`config.mk`:
```
export PLATFORM = sky130hd
export DESIGN_NAME = timer8_ctrl_flags
export DESIGN_NICKNAME = d
export VERILOG_FILES = /design/src/common/timer8_pkg.sv /design/src/timer8_ctrl_flags.sv
export SDC_FILE = /design/constraint.sdc
export NUM_CORES = 1
export LEC_CHECK = 0
export BUFFER_PORTS_ARGS = -buffer_cell sky130_fd_sc_hd__buf_4
export CORE_UTILIZATION = 55
export DETAILED_ROUTE_END_ITERATION = 10
export PLACE_DENSITY = 0.81
export SETUP_SLACK_MARGIN = 0.4
export SYNTH_ARGS = -nofsm -noshare
export SYNTH_HDL_FRONTEND = slang
export SYNTH_SLANG_ARGS = --single-unit
export TNS_END_PERCENT = 1
```
`constraint.sdc`:
```
create_clock -name aclk -period 2.8 [get_ports aclk]
set_clock_uncertainty 0.05 [all_clocks]
set_input_delay 0.28 -clock aclk [delete_from_list [all_inputs] [get_ports aclk]]
set_output_delay 0.28 -clock aclk [all_outputs]
set_load 0.01 [all_outputs]
```
`src/common/timer8_pkg.sv`:
```
package timer8_pkg;

	// ------------------------------------------------------------
	// register indices (byte address is four times the index)
	// ------------------------------------------------------------
	localparam logic [9:0] CONTROL_A_INDEX = 10'h044;
	localparam logic [9:0] CONTROL_B_INDEX = 10'h045;
	localparam logic [9:0] COUNT_INDEX     = 10'h046;
	localparam logic [9:0] COMPARE_A_INDEX = 10'h047;
	localparam logic [9:0] COMPARE_B_INDEX = 10'h048;
	localparam logic [9:0] IRQ_FLAGS_INDEX = 10'h035;
	localparam logic [9:0] IRQ_MASK_INDEX  = 10'h06e;

	// ------------------------------------------------------------
	// field positions and values
	// ------------------------------------------------------------
	localparam int FORCE_A_BIT   = 7;
	localparam int FORCE_B_BIT   = 6;
	localparam int WAVE_HI_BIT   = 3;
	localparam int FLAG_MATCH_B  = 2;
	localparam int FLAG_MATCH_A  = 1;
	localparam int FLAG_OVERFLOW = 0;
	localparam logic [7:0] COUNT_MAX    = 8'hff;
	localparam logic [7:0] COUNT_BOTTOM = 8'h00;
	localparam logic [7:0] RESET_BYTE   = 8'h00;
	localparam logic [1:0] RESP_OKAY    = 2'h0;
	localparam logic [1:0] RESP_SLVERR  = 2'h2;

	// ------------------------------------------------------------
	// prescaler taps: a tap fires when the low bits are all ones
	// ------------------------------------------------------------
	localparam int         PRESCALE_WIDTH = 10;
	localparam logic [9:0] DIV_8_MASK     = 10'h007;
	localparam logic [9:0] DIV_64_MASK    = 10'h03f;
	localparam logic [9:0] DIV_256_MASK   = 10'h0ff;
	localparam logic [9:0] DIV_1024_MASK  = 10'h3ff;

	typedef enum logic [2:0] {
		CLK_STOPPED,
		CLK_DIV_1,
		CLK_DIV_8,
		CLK_DIV_64,
		CLK_DIV_256,
		CLK_DIV_1024,
		CLK_PIN_FALL,
		CLK_PIN_RISE
	} clock_select_type;

	typedef struct packed {
		logic [11:0] awaddr;
		logic        awvalid;
		logic [31:0] wdata;
		logic [3:0]  wstrb;
		logic        wvalid;
		logic        bready;
		logic [11:0] araddr;
		logic        arvalid;
		logic        rready;
	} axi_req_type;

	typedef struct packed {
		logic        awready;
		logic        wready;
		logic [1:0]  bresp;
		logic        bvalid;
		logic        arready;
		logic [31:0] rdata;
		logic [1:0]  rresp;
		logic        rvalid;
	} axi_resp_type;

endpackage

```
`src/timer8_ctrl_flags.sv`:
```
// How it works
// - force bits act only in non-PWM modes
// - force bit strobes an immediate output match
// - forced match sets no flag, clears nothing
// - force and reserved bits read zero
// - clock select stops, passes or prescales
// - codes 110/111 count pin falling/rising edges
// - count pin counts even when driven
// - counter fully readable and writable
// - counter write blocks next timer-clock match
// - compare A checked continuously against counter
// - compare B checked continuously against counter
// - enable, flag and global bit gate requests
// - flag 2 set on compare B match
// - flag 1 set on compare A match
// - flag 0 set on overflow, mode dependent
// - vector execution clears its flag
// - writing one clears a flag
// - wave mode selects counting and top
// - non-PWM output modes toggle, clear, set
`timescale 1ns/10ps
`default_nettype none

module timer8_ctrl_flags
(
	input  wire logic                   aclk,
	input  wire logic                   aresetn,
	input  wire timer8_pkg::axi_req_type  axi_req,
	output timer8_pkg::axi_resp_type      axi_resp,
	input  wire logic                   count_pin,
	input  wire logic                   cpu_irq_enable,
	input  wire logic [2:0]             irq_ack,
	output logic [2:0]                  irq_req,
	output logic                        wave_out_a,
	output logic                        wave_out_b,
	output logic                        wave_oe_a,
	output logic                        wave_oe_b
);

	// ------------------------------------------------------------
	// state
	// ------------------------------------------------------------
	typedef struct packed {
		logic [1:0]  out_mode_a;
		logic [1:0]  out_mode_b;
		logic [1:0]  wave_mode_lo;
		logic        wave_mode_hi;
		logic [2:0]  clock_select;
		logic [7:0]  timer_count;
		logic [7:0]  compare_value_a;
		logic [7:0]  compare_value_b;
		logic [2:0]  timer_irq_mask;
		logic [2:0]  timer_irq_flags;
		logic        count_down;
		logic        block_match;
		logic        wave_a;
		logic        wave_b;
		logic [9:0]  prescale;
		logic        pin_meta;
		logic        pin_sync;
		logic        pin_prev;
		logic        aw_got;
		logic [11:0] aw_addr;
		logic        w_got;
		logic [31:0] w_data;
		logic        w_lane0;
		logic        bvalid;
		logic [1:0]  bresp;
		logic        rvalid;
		logic [31:0] rdata;
		logic [1:0]  rresp;
	} state_type;

	state_type state;
	state_type next_state;

	logic        tick;
	logic        match_a;
	logic        match_b;
	logic        ovf_set;
	logic        do_write;
	logic [9:0]  wr_index;
	logic [7:0]  wr_byte;
	logic        wr_count;
	logic        wr_ctrl_b;
	logic        wr_flags;
	logic [2:0]  mode;
	logic        pwm;
	logic        phase;
	logic        fast;
	logic [7:0]  top;
	logic        wrap;
	logic [9:0]  rd_index;
	logic [7:0]  rd_byte;
	logic        rd_hit;
	logic [2:0]  flag_set;

	// ------------------------------------------------------------
	// output compare action
	// ------------------------------------------------------------
	// kind: 0 non-PWM, 1 fast PWM, 2 phase correct
	function automatic logic wave_next(input logic [1:0] omode, input logic cur,
		input logic hit, input logic at_bottom, input logic down,
		input logic toggle_ok, input logic [1:0] kind);
		logic res;
		res = cur;
		if (kind == 2'd0)
		begin
			if (hit)
			begin
				case (omode)
					2'b01:   res = ~cur;
					2'b10:   res = 1'b0;
					2'b11:   res = 1'b1;
					default: res = cur;
				endcase
			end
		end
		else if (omode == 2'b01)
		begin
			if (hit && toggle_ok)
				res = ~cur;
		end
		else if (omode[1])
		begin
			if (kind == 2'd1)
			begin
				if (hit)
					res = omode[0];
				else if (at_bottom)
					res = ~omode[0];
			end
			else if (hit)
				res = omode[0] ^ down;
		end
		return res;
	endfunction

	// ------------------------------------------------------------
	// next state
	// ------------------------------------------------------------
	always_comb
	begin
		next_state = state;
		tick = 1'b0;
		match_a = 1'b0;
		match_b = 1'b0;
		ovf_set = 1'b0;
		wrap = 1'b0;
		flag_set = 3'b000;
		mode = {state.wave_mode_hi, state.wave_mode_lo};
		pwm = state.wave_mode_lo[0];
		phase = (mode == 3'd1) || (mode == 3'd5);
		fast = (mode == 3'd3) || (mode == 3'd7);
		top = ((mode == 3'd2) || (mode == 3'd5) || (mode == 3'd7)) ?
			state.compare_value_a : timer8_pkg::COUNT_MAX;

		// synchroniser and free-running prescaler
		next_state.pin_meta = count_pin;
		next_state.pin_sync = state.pin_meta;
		next_state.pin_prev = state.pin_sync;
		next_state.prescale = state.prescale + 10'h001;

		case (timer8_pkg::clock_select_type'(state.clock_select))
			timer8_pkg::CLK_STOPPED:  tick = 1'b0;
			timer8_pkg::CLK_DIV_1:    tick = 1'b1;
			timer8_pkg::CLK_DIV_8:
				tick = (state.prescale & timer8_pkg::DIV_8_MASK) == timer8_pkg::DIV_8_MASK;
			timer8_pkg::CLK_DIV_64:
				tick = (state.prescale & timer8_pkg::DIV_64_MASK) == timer8_pkg::DIV_64_MASK;
			timer8_pkg::CLK_DIV_256:
				tick = (state.prescale & timer8_pkg::DIV_256_MASK) == timer8_pkg::DIV_256_MASK;
			timer8_pkg::CLK_DIV_1024:
				tick = state.prescale == timer8_pkg::DIV_1024_MASK;
			timer8_pkg::CLK_PIN_FALL: tick = state.pin_prev && !state.pin_sync;
			timer8_pkg::CLK_PIN_RISE: tick = !state.pin_prev && state.pin_sync;
			default:                  tick = 1'b0;
		endcase

		// counting and matching on each timer clock
		if (tick)
		begin
			next_state.block_match = 1'b0;
			match_a = (state.timer_count == state.compare_value_a) && !state.block_match;
			match_b = (state.timer_count == state.compare_value_b) && !state.block_match;
			if (phase)
			begin
				if (state.count_down)
				begin
					if (state.timer_count == timer8_pkg::COUNT_BOTTOM)
					begin
						next_state.count_down = 1'b0;
						next_state.timer_count = state.timer_count + 8'h01;
						ovf_set = 1'b1;
					end
					else
						next_state.timer_count = state.timer_count - 8'h01;
				end
				else if (state.timer_count == top)
				begin
					next_state.count_down = 1'b1;
					next_state.timer_count = state.timer_count - 8'h01;
				end
				else
					next_state.timer_count = state.timer_count + 8'h01;
			end
			else
			begin
				next_state.count_down = 1'b0;
				wrap = state.timer_count == top;
				next_state.timer_count = wrap ? timer8_pkg::COUNT_BOTTOM :
					state.timer_count + 8'h01;
				ovf_set = fast ? wrap : (state.timer_count == timer8_pkg::COUNT_MAX);
			end
			next_state.wave_a = wave_next(state.out_mode_a, state.wave_a, match_a, wrap,
				state.count_down, state.wave_mode_hi, {phase, fast});
			next_state.wave_b = wave_next(state.out_mode_b, state.wave_b, match_b, wrap,
				state.count_down, 1'b0, {phase, fast});
		end
		flag_set = {match_b, match_a, ovf_set};

		// write channel: address and data taken in either order
		do_write = (state.aw_got || axi_req.awvalid) && (state.w_got || axi_req.wvalid)
			&& !state.bvalid;
		wr_index = state.aw_got ? state.aw_addr[11:2] : axi_req.awaddr[11:2];
		wr_byte = state.w_got ? state.w_data[7:0] : axi_req.wdata[7:0];
		wr_count = 1'b0;
		wr_ctrl_b = 1'b0;
		wr_flags = 1'b0;
		if (!state.bvalid && !state.aw_got && axi_req.awvalid)
		begin
			next_state.aw_got = 1'b1;
			next_state.aw_addr = axi_req.awaddr;
		end
		if (!state.bvalid && !state.w_got && axi_req.wvalid)
		begin
			next_state.w_got = 1'b1;
			next_state.w_data = axi_req.wdata;
			next_state.w_lane0 = axi_req.wstrb[0];
		end
		if (do_write)
		begin
			next_state.aw_got = 1'b0;
			next_state.w_got = 1'b0;
			next_state.bvalid = 1'b1;
			next_state.bresp = timer8_pkg::RESP_OKAY;
			if (state.w_got ? state.w_lane0 : axi_req.wstrb[0])
			begin
				case (wr_index)
					timer8_pkg::CONTROL_A_INDEX:
					begin
						next_state.out_mode_a = wr_byte[7:6];
						next_state.out_mode_b = wr_byte[5:4];
						next_state.wave_mode_lo = wr_byte[1:0];
					end
					timer8_pkg::CONTROL_B_INDEX:
					begin
						wr_ctrl_b = 1'b1;
						next_state.wave_mode_hi = wr_byte[timer8_pkg::WAVE_HI_BIT];
						next_state.clock_select = wr_byte[2:0];
					end
					timer8_pkg::COUNT_INDEX:     wr_count = 1'b1;
					timer8_pkg::COMPARE_A_INDEX: next_state.compare_value_a = wr_byte;
					timer8_pkg::COMPARE_B_INDEX: next_state.compare_value_b = wr_byte;
					timer8_pkg::IRQ_MASK_INDEX:  next_state.timer_irq_mask = wr_byte[2:0];
					timer8_pkg::IRQ_FLAGS_INDEX: wr_flags = 1'b1;
					default: next_state.bresp = timer8_pkg::RESP_SLVERR;
				endcase
			end
			else if (!(wr_index inside {timer8_pkg::CONTROL_A_INDEX,
				timer8_pkg::CONTROL_B_INDEX, timer8_pkg::COUNT_INDEX,
				timer8_pkg::COMPARE_A_INDEX, timer8_pkg::COMPARE_B_INDEX,
				timer8_pkg::IRQ_MASK_INDEX, timer8_pkg::IRQ_FLAGS_INDEX}))
				next_state.bresp = timer8_pkg::RESP_SLVERR;
		end
		if (state.bvalid && axi_req.bready)
			next_state.bvalid = 1'b0;

		// software counter write wins over the tick and blocks one match
		if (wr_count)
		begin
			next_state.timer_count = wr_byte;
			next_state.block_match = 1'b1;
		end

		// forced match: output only, no flag and no counter clear
		if (wr_ctrl_b && !pwm)
		begin
			if (wr_byte[timer8_pkg::FORCE_A_BIT])
				next_state.wave_a = wave_next(state.out_mode_a, state.wave_a, 1'b1, 1'b0,
					1'b0, 1'b0, 2'd0);
			if (wr_byte[timer8_pkg::FORCE_B_BIT])
				next_state.wave_b = wave_next(state.out_mode_b, state.wave_b, 1'b1, 1'b0,
					1'b0, 1'b0, 2'd0);
		end

		// flags: a hardware set beats a clear in the same cycle
		next_state.timer_irq_flags = (state.timer_irq_flags & ~irq_ack
			& ~(wr_flags ? wr_byte[2:0] : 3'b000)) | flag_set;

		// read channel
		rd_index = axi_req.araddr[11:2];
		rd_hit = 1'b1;
		case (rd_index)
			timer8_pkg::CONTROL_A_INDEX:
				rd_byte = {state.out_mode_a, state.out_mode_b, 2'b00, state.wave_mode_lo};
			timer8_pkg::CONTROL_B_INDEX:
				rd_byte = {4'h0, state.wave_mode_hi, state.clock_select};
			timer8_pkg::COUNT_INDEX:     rd_byte = state.timer_count;
			timer8_pkg::COMPARE_A_INDEX: rd_byte = state.compare_value_a;
			timer8_pkg::COMPARE_B_INDEX: rd_byte = state.compare_value_b;
			timer8_pkg::IRQ_MASK_INDEX:  rd_byte = {5'h00, state.timer_irq_mask};
			timer8_pkg::IRQ_FLAGS_INDEX: rd_byte = {5'h00, state.timer_irq_flags};
			default:
			begin
				rd_byte = 8'h00;
				rd_hit = 1'b0;
			end
		endcase
		if (!state.rvalid && axi_req.arvalid)
		begin
			next_state.rvalid = 1'b1;
			next_state.rdata = {24'h000000, rd_byte};
			next_state.rresp = rd_hit ? timer8_pkg::RESP_OKAY : timer8_pkg::RESP_SLVERR;
		end
		else if (state.rvalid && axi_req.rready)
			next_state.rvalid = 1'b0;
	end

	always_ff @(posedge aclk)
	begin
		if (!aresetn)
			state <= '0;
		else
			state <= next_state;
	end

	// ------------------------------------------------------------
	// outputs
	// ------------------------------------------------------------
	assign axi_resp.awready = !state.bvalid && !state.aw_got;
	assign axi_resp.wready  = !state.bvalid && !state.w_got;
	assign axi_resp.bresp   = state.bresp;
	assign axi_resp.bvalid  = state.bvalid;
	assign axi_resp.arready = !state.rvalid;
	assign axi_resp.rdata   = state.rdata;
	assign axi_resp.rresp   = state.rresp;
	assign axi_resp.rvalid  = state.rvalid;
	assign irq_req    = state.timer_irq_flags & state.timer_irq_mask & {3{cpu_irq_enable}};
	assign wave_out_a = state.wave_a;
	assign wave_out_b = state.wave_b;
	assign wave_oe_a  = state.out_mode_a != 2'b00;
	assign wave_oe_b  = state.out_mode_b != 2'b00;
endmodule

`default_nettype wire

```
==> summary.md <==
| Metric | Value |
|---|---|
| Status | finished, final reports clean |
| Max Buffers Root-to-Sink | 2 |
| Synth Warn # | 0 |
| GRT Residual Overflow | 0 |
| Std cell rows | 36 |
| DRC viols | 0 |
| Worst Path Buf+Inv | 0 |
| Placed cell areas | roughly 6000 um2 |
| First-pass GRT wire length | 23650 um |
| Worst-path fanout max | 10 |
| Die width | around 100 um |
| Syn avg cell area | 8.128 um2 |
| IO Port Bufs | just over 60 |
| FFs w/ async S/R, synth | 0% |
| Final WL | 14730 um |
| RSZ-0062 raised after global routing | yes |
| Post-DR wirelength/cell | 16.97 um |
| Insertion delay to the later sink of the worst-skew pair | around 0.37 ns |
| Critical path class | register to register |
| Die area | about 10000 um2 |
| Reg2reg setup slack | ~0.4 ns |
| Crit path cell chain | and2_4 > or4b_2 > o31ai_4 > a21oi_4 > a311oi_1 > o21ai_0 > a41oi_1 |
| Power share of the sequential group | between 50 and 60% |
| Setup Viol. Count Final | 0 |
| Actual slew at the worst max-slew pin | slightly below 0.7 ns |
| Final Cycle Share | 85.36% |
| Post-synth EDFFs | 0 |
| Final net count | between 800 and 900 |
| Initial DRC count | about 410 |
| I/O Pins | 120 |
| Drt first pass iters | 5 |
| P_int | 1.828 mW |
| Layout Area Growth over Synthesis | 14.10% |
| Setup total negative slack | 0 ns |
| Worst R2R Path Depth | 7 |
| Via count | around 5200 |
| Max_cap viols | 0 |
| Logic pwr share | ~14% |
| GP Congestion | around 0.94 |
| Via/cell ratio | approximately 6.0 |
| Final Max Tran Viols | 0 |
| Vias in the first global route | about 4800 |
| Overall routing resource usage | 29.22% |
| WP data arrival | about 2.6 ns |
| Routed met1 length | 6472 um |
| Final ANT Viol Nets | 0 |
| Share of cells above drive strength 1 | 21.36% |
| Critical Path Start Type | register |
| Hold depth | 2 |
| Worst reg2reg path endpoint | state[129] |
| Die height | between 100 and 150 um |
| WL met3 | roughly 1100 um |
| Crit-path max cell delay | 0.70 ns |
| Hold_buf cts | 0 |
| Starting density of the core | between 50% and 60% |
| Synth Flop Type | dfxtp_1 |
| Gate Count Post-Synth | roughly 680 |
| Root buffer cell | clkbuf_8 |
| Clock sinks | 90 |
| Crit-path slowest cell | or4b_2 |
| Hold_sp | axi_req[0] |
| Largest net degree at the start of global routing | 39 |
| Worst-path clk slew | 0.10 ns |
| Fin. Hold Viols | 0 |
| Final Core Density | around 65% |
| Worst rel slew slack | between 50% and 60% |
| Crit. End Element | register |
| H-tree depth | 3 |
| Most common cell after layout, fill and taps aside | buf_4 |
| Diode count | 0 |
| #FFs+latches synth | 90 |
| Core outline area | 9774 um2 |
| P_leak | about 2.7 nW |
| Cell Pwr Density | 410.2 nW/um2 |
| Register area share after synthesis | 32.55% |
| FF-to-FF Start | mode[2] |
| Maximum vdd ir drop | 485.5 uV |
| Tightest Hold Check Type | input port to register |
| Tmin final | ~2.4 ns |
| Switch share | just under 30% |
| Clock power share | about 34% |
| P_sw | 0.7629 mW |
| Req. time, crit path | 3.04 ns |
| Post-route design area | around 6300 um2 |
| TritonCTS Buffers | 9 |
| DP HPWL | ~11000 um |
| Initial antenna violation count | 0 |
| Most frequent cells in the layout | buf_4, dfxtp_1, nor2_1, nand2_1, a21oi_1 |
| Metal2 WL | 6772 um |
| Cell Area, Synth | roughly 5500 um2 |
| Fmax | 0.4184 GHz |
| Yosys cell types | 80 |
| TritonCTS clock tree | done |
| Top delay family on crit path | simple AND/OR/NAND/NOR gates |
| Hold-critical path endpoint | axi_resp[0] |
| Highest metal layer with signal wires | met4 |
state kept, by name, summed over array words and instances (netlist names):
signal and flops:
state 71, wave_out_b 1, axi_resp 12, wave_out_a 1, next_state 2, mode 3
stage by stage:
step | instances | hold WS (ns) | setup WS [ns] | power [mW]
detailed placement | 850 | 0.3793 | 0.2799 | 1.731
finish | 868 | 0.04126 | 0.4098 | 2.591
CTS | 866 | 0.02968 | 0.3233 | 2.594
global placement | 850 | 0.3677 | 0.3399 | 1.715
floorplan | 706 | 0.3290 | 0.5975 | 1.619
global route | 868 | 0.02121 | 0.3471 | 2.694
routing by layer:
layer,vias up,GRT usage (%)
li1,2461,-
met1,2443,37.99
met2,265,47.50
met3,41,6.088
met4,0,11.43
met5,-,0
kinds of logic after synthesis:
group / count (synthesis) / synth area share, %
XOR/XNOR: 25 / 3.956
AO/OA/AOI/OAI: 142 / 17.83
buffers and inverters: 95 / 9.471
adder cells (fa/ha/maj): 5 / 1.130
flip-flops: 90 / 32.55
AND/OR/NAND/NOR: 273 / 25.25
other: 1 / 0.06775
multiplexers: 50 / 9.742
layout make-up:
cell class	instances	area (um2)
Sequential cell	90	1809
Timing Repair Buffer	91	695.7
Tap cell	133	166.4
Multi-Input combinational cell	521	3393
Fill cell	817	3458
Clock buffer	11	141.4
Inverter	17	63.81
Clock inverter	5	46.29
synthesized netlist by cell type, types with 4 or more instances:
cell        n  area (um2)
mux2i_1    37       370.4
nand2b_1   17       106.4
nor4_1      4       25.02
dfxtp_1    90        1802
inv_1      16       60.06
clkbuf_1   26       97.59
or2_2       4       25.02
a21oi_1    42       210.2
o21ai_0    21       105.1
nor2_1     72       270.3
and2_1     11       68.82
a22oi_1     7       52.55
mux2_2     11       123.9
a211oi_1    9       67.56
nand4_1     5       31.28
nor3_1     16       80.08
o211ai_1    4       30.03
xor2_1     15       131.4
xnor2_1    10       87.58
nand2_1    70       262.8
buf_2       8       40.04
nor2b_1     7       43.79
o2111ai_1   5       43.79
and3_1     12       75.07
nand3_1    25       125.1
ha_1        5       62.56
a31oi_1    11       68.82
a221oi_1    6       52.55
buf_4      40       300.3
power groups by stage:
stage | Combinational, mW | Clock [mW] | Sequential, mW
4_1_cts | 0.354 | 0.891 | 1.35
3_5_place_dp | 0.352 | 0 | 1.38
2_1_floorplan | 0.251 | 0 | 1.37
5_1_grt | 0.393 | 0.945 | 1.36
6_report | 0.358 | 0.884 | 1.35
3_3_place_gp | 0.340 | 0 | 1.38
how the worst max path moves through the flow:
| stage | cells past startpoint | slack [ns] | start | end |
|---|---|---|---|---|
| after CTS | 7 | 0.32 | state[124] | state[124] |
| after detailed placement | 7 | 0.28 | state[126] | state[129] |
| after floorplan | 8 | 0.60 | state[125] | state[126] |
| final | 7 | 0.41 | mode[2] | state[129] |
| after global placement | 7 | 0.34 | state[126] | state[130] |
| after global routing | 8 | 0.35 | mode[2] | state[129] |
repair_timing:
action | in CTS | in global routing
setup endpoints to repair | 12 | 15
gates resized for setup | 4 | 20
pin swaps | 0 | 2
buffers inserted | 0 | 2
Power figures use the tool's default switching activity.
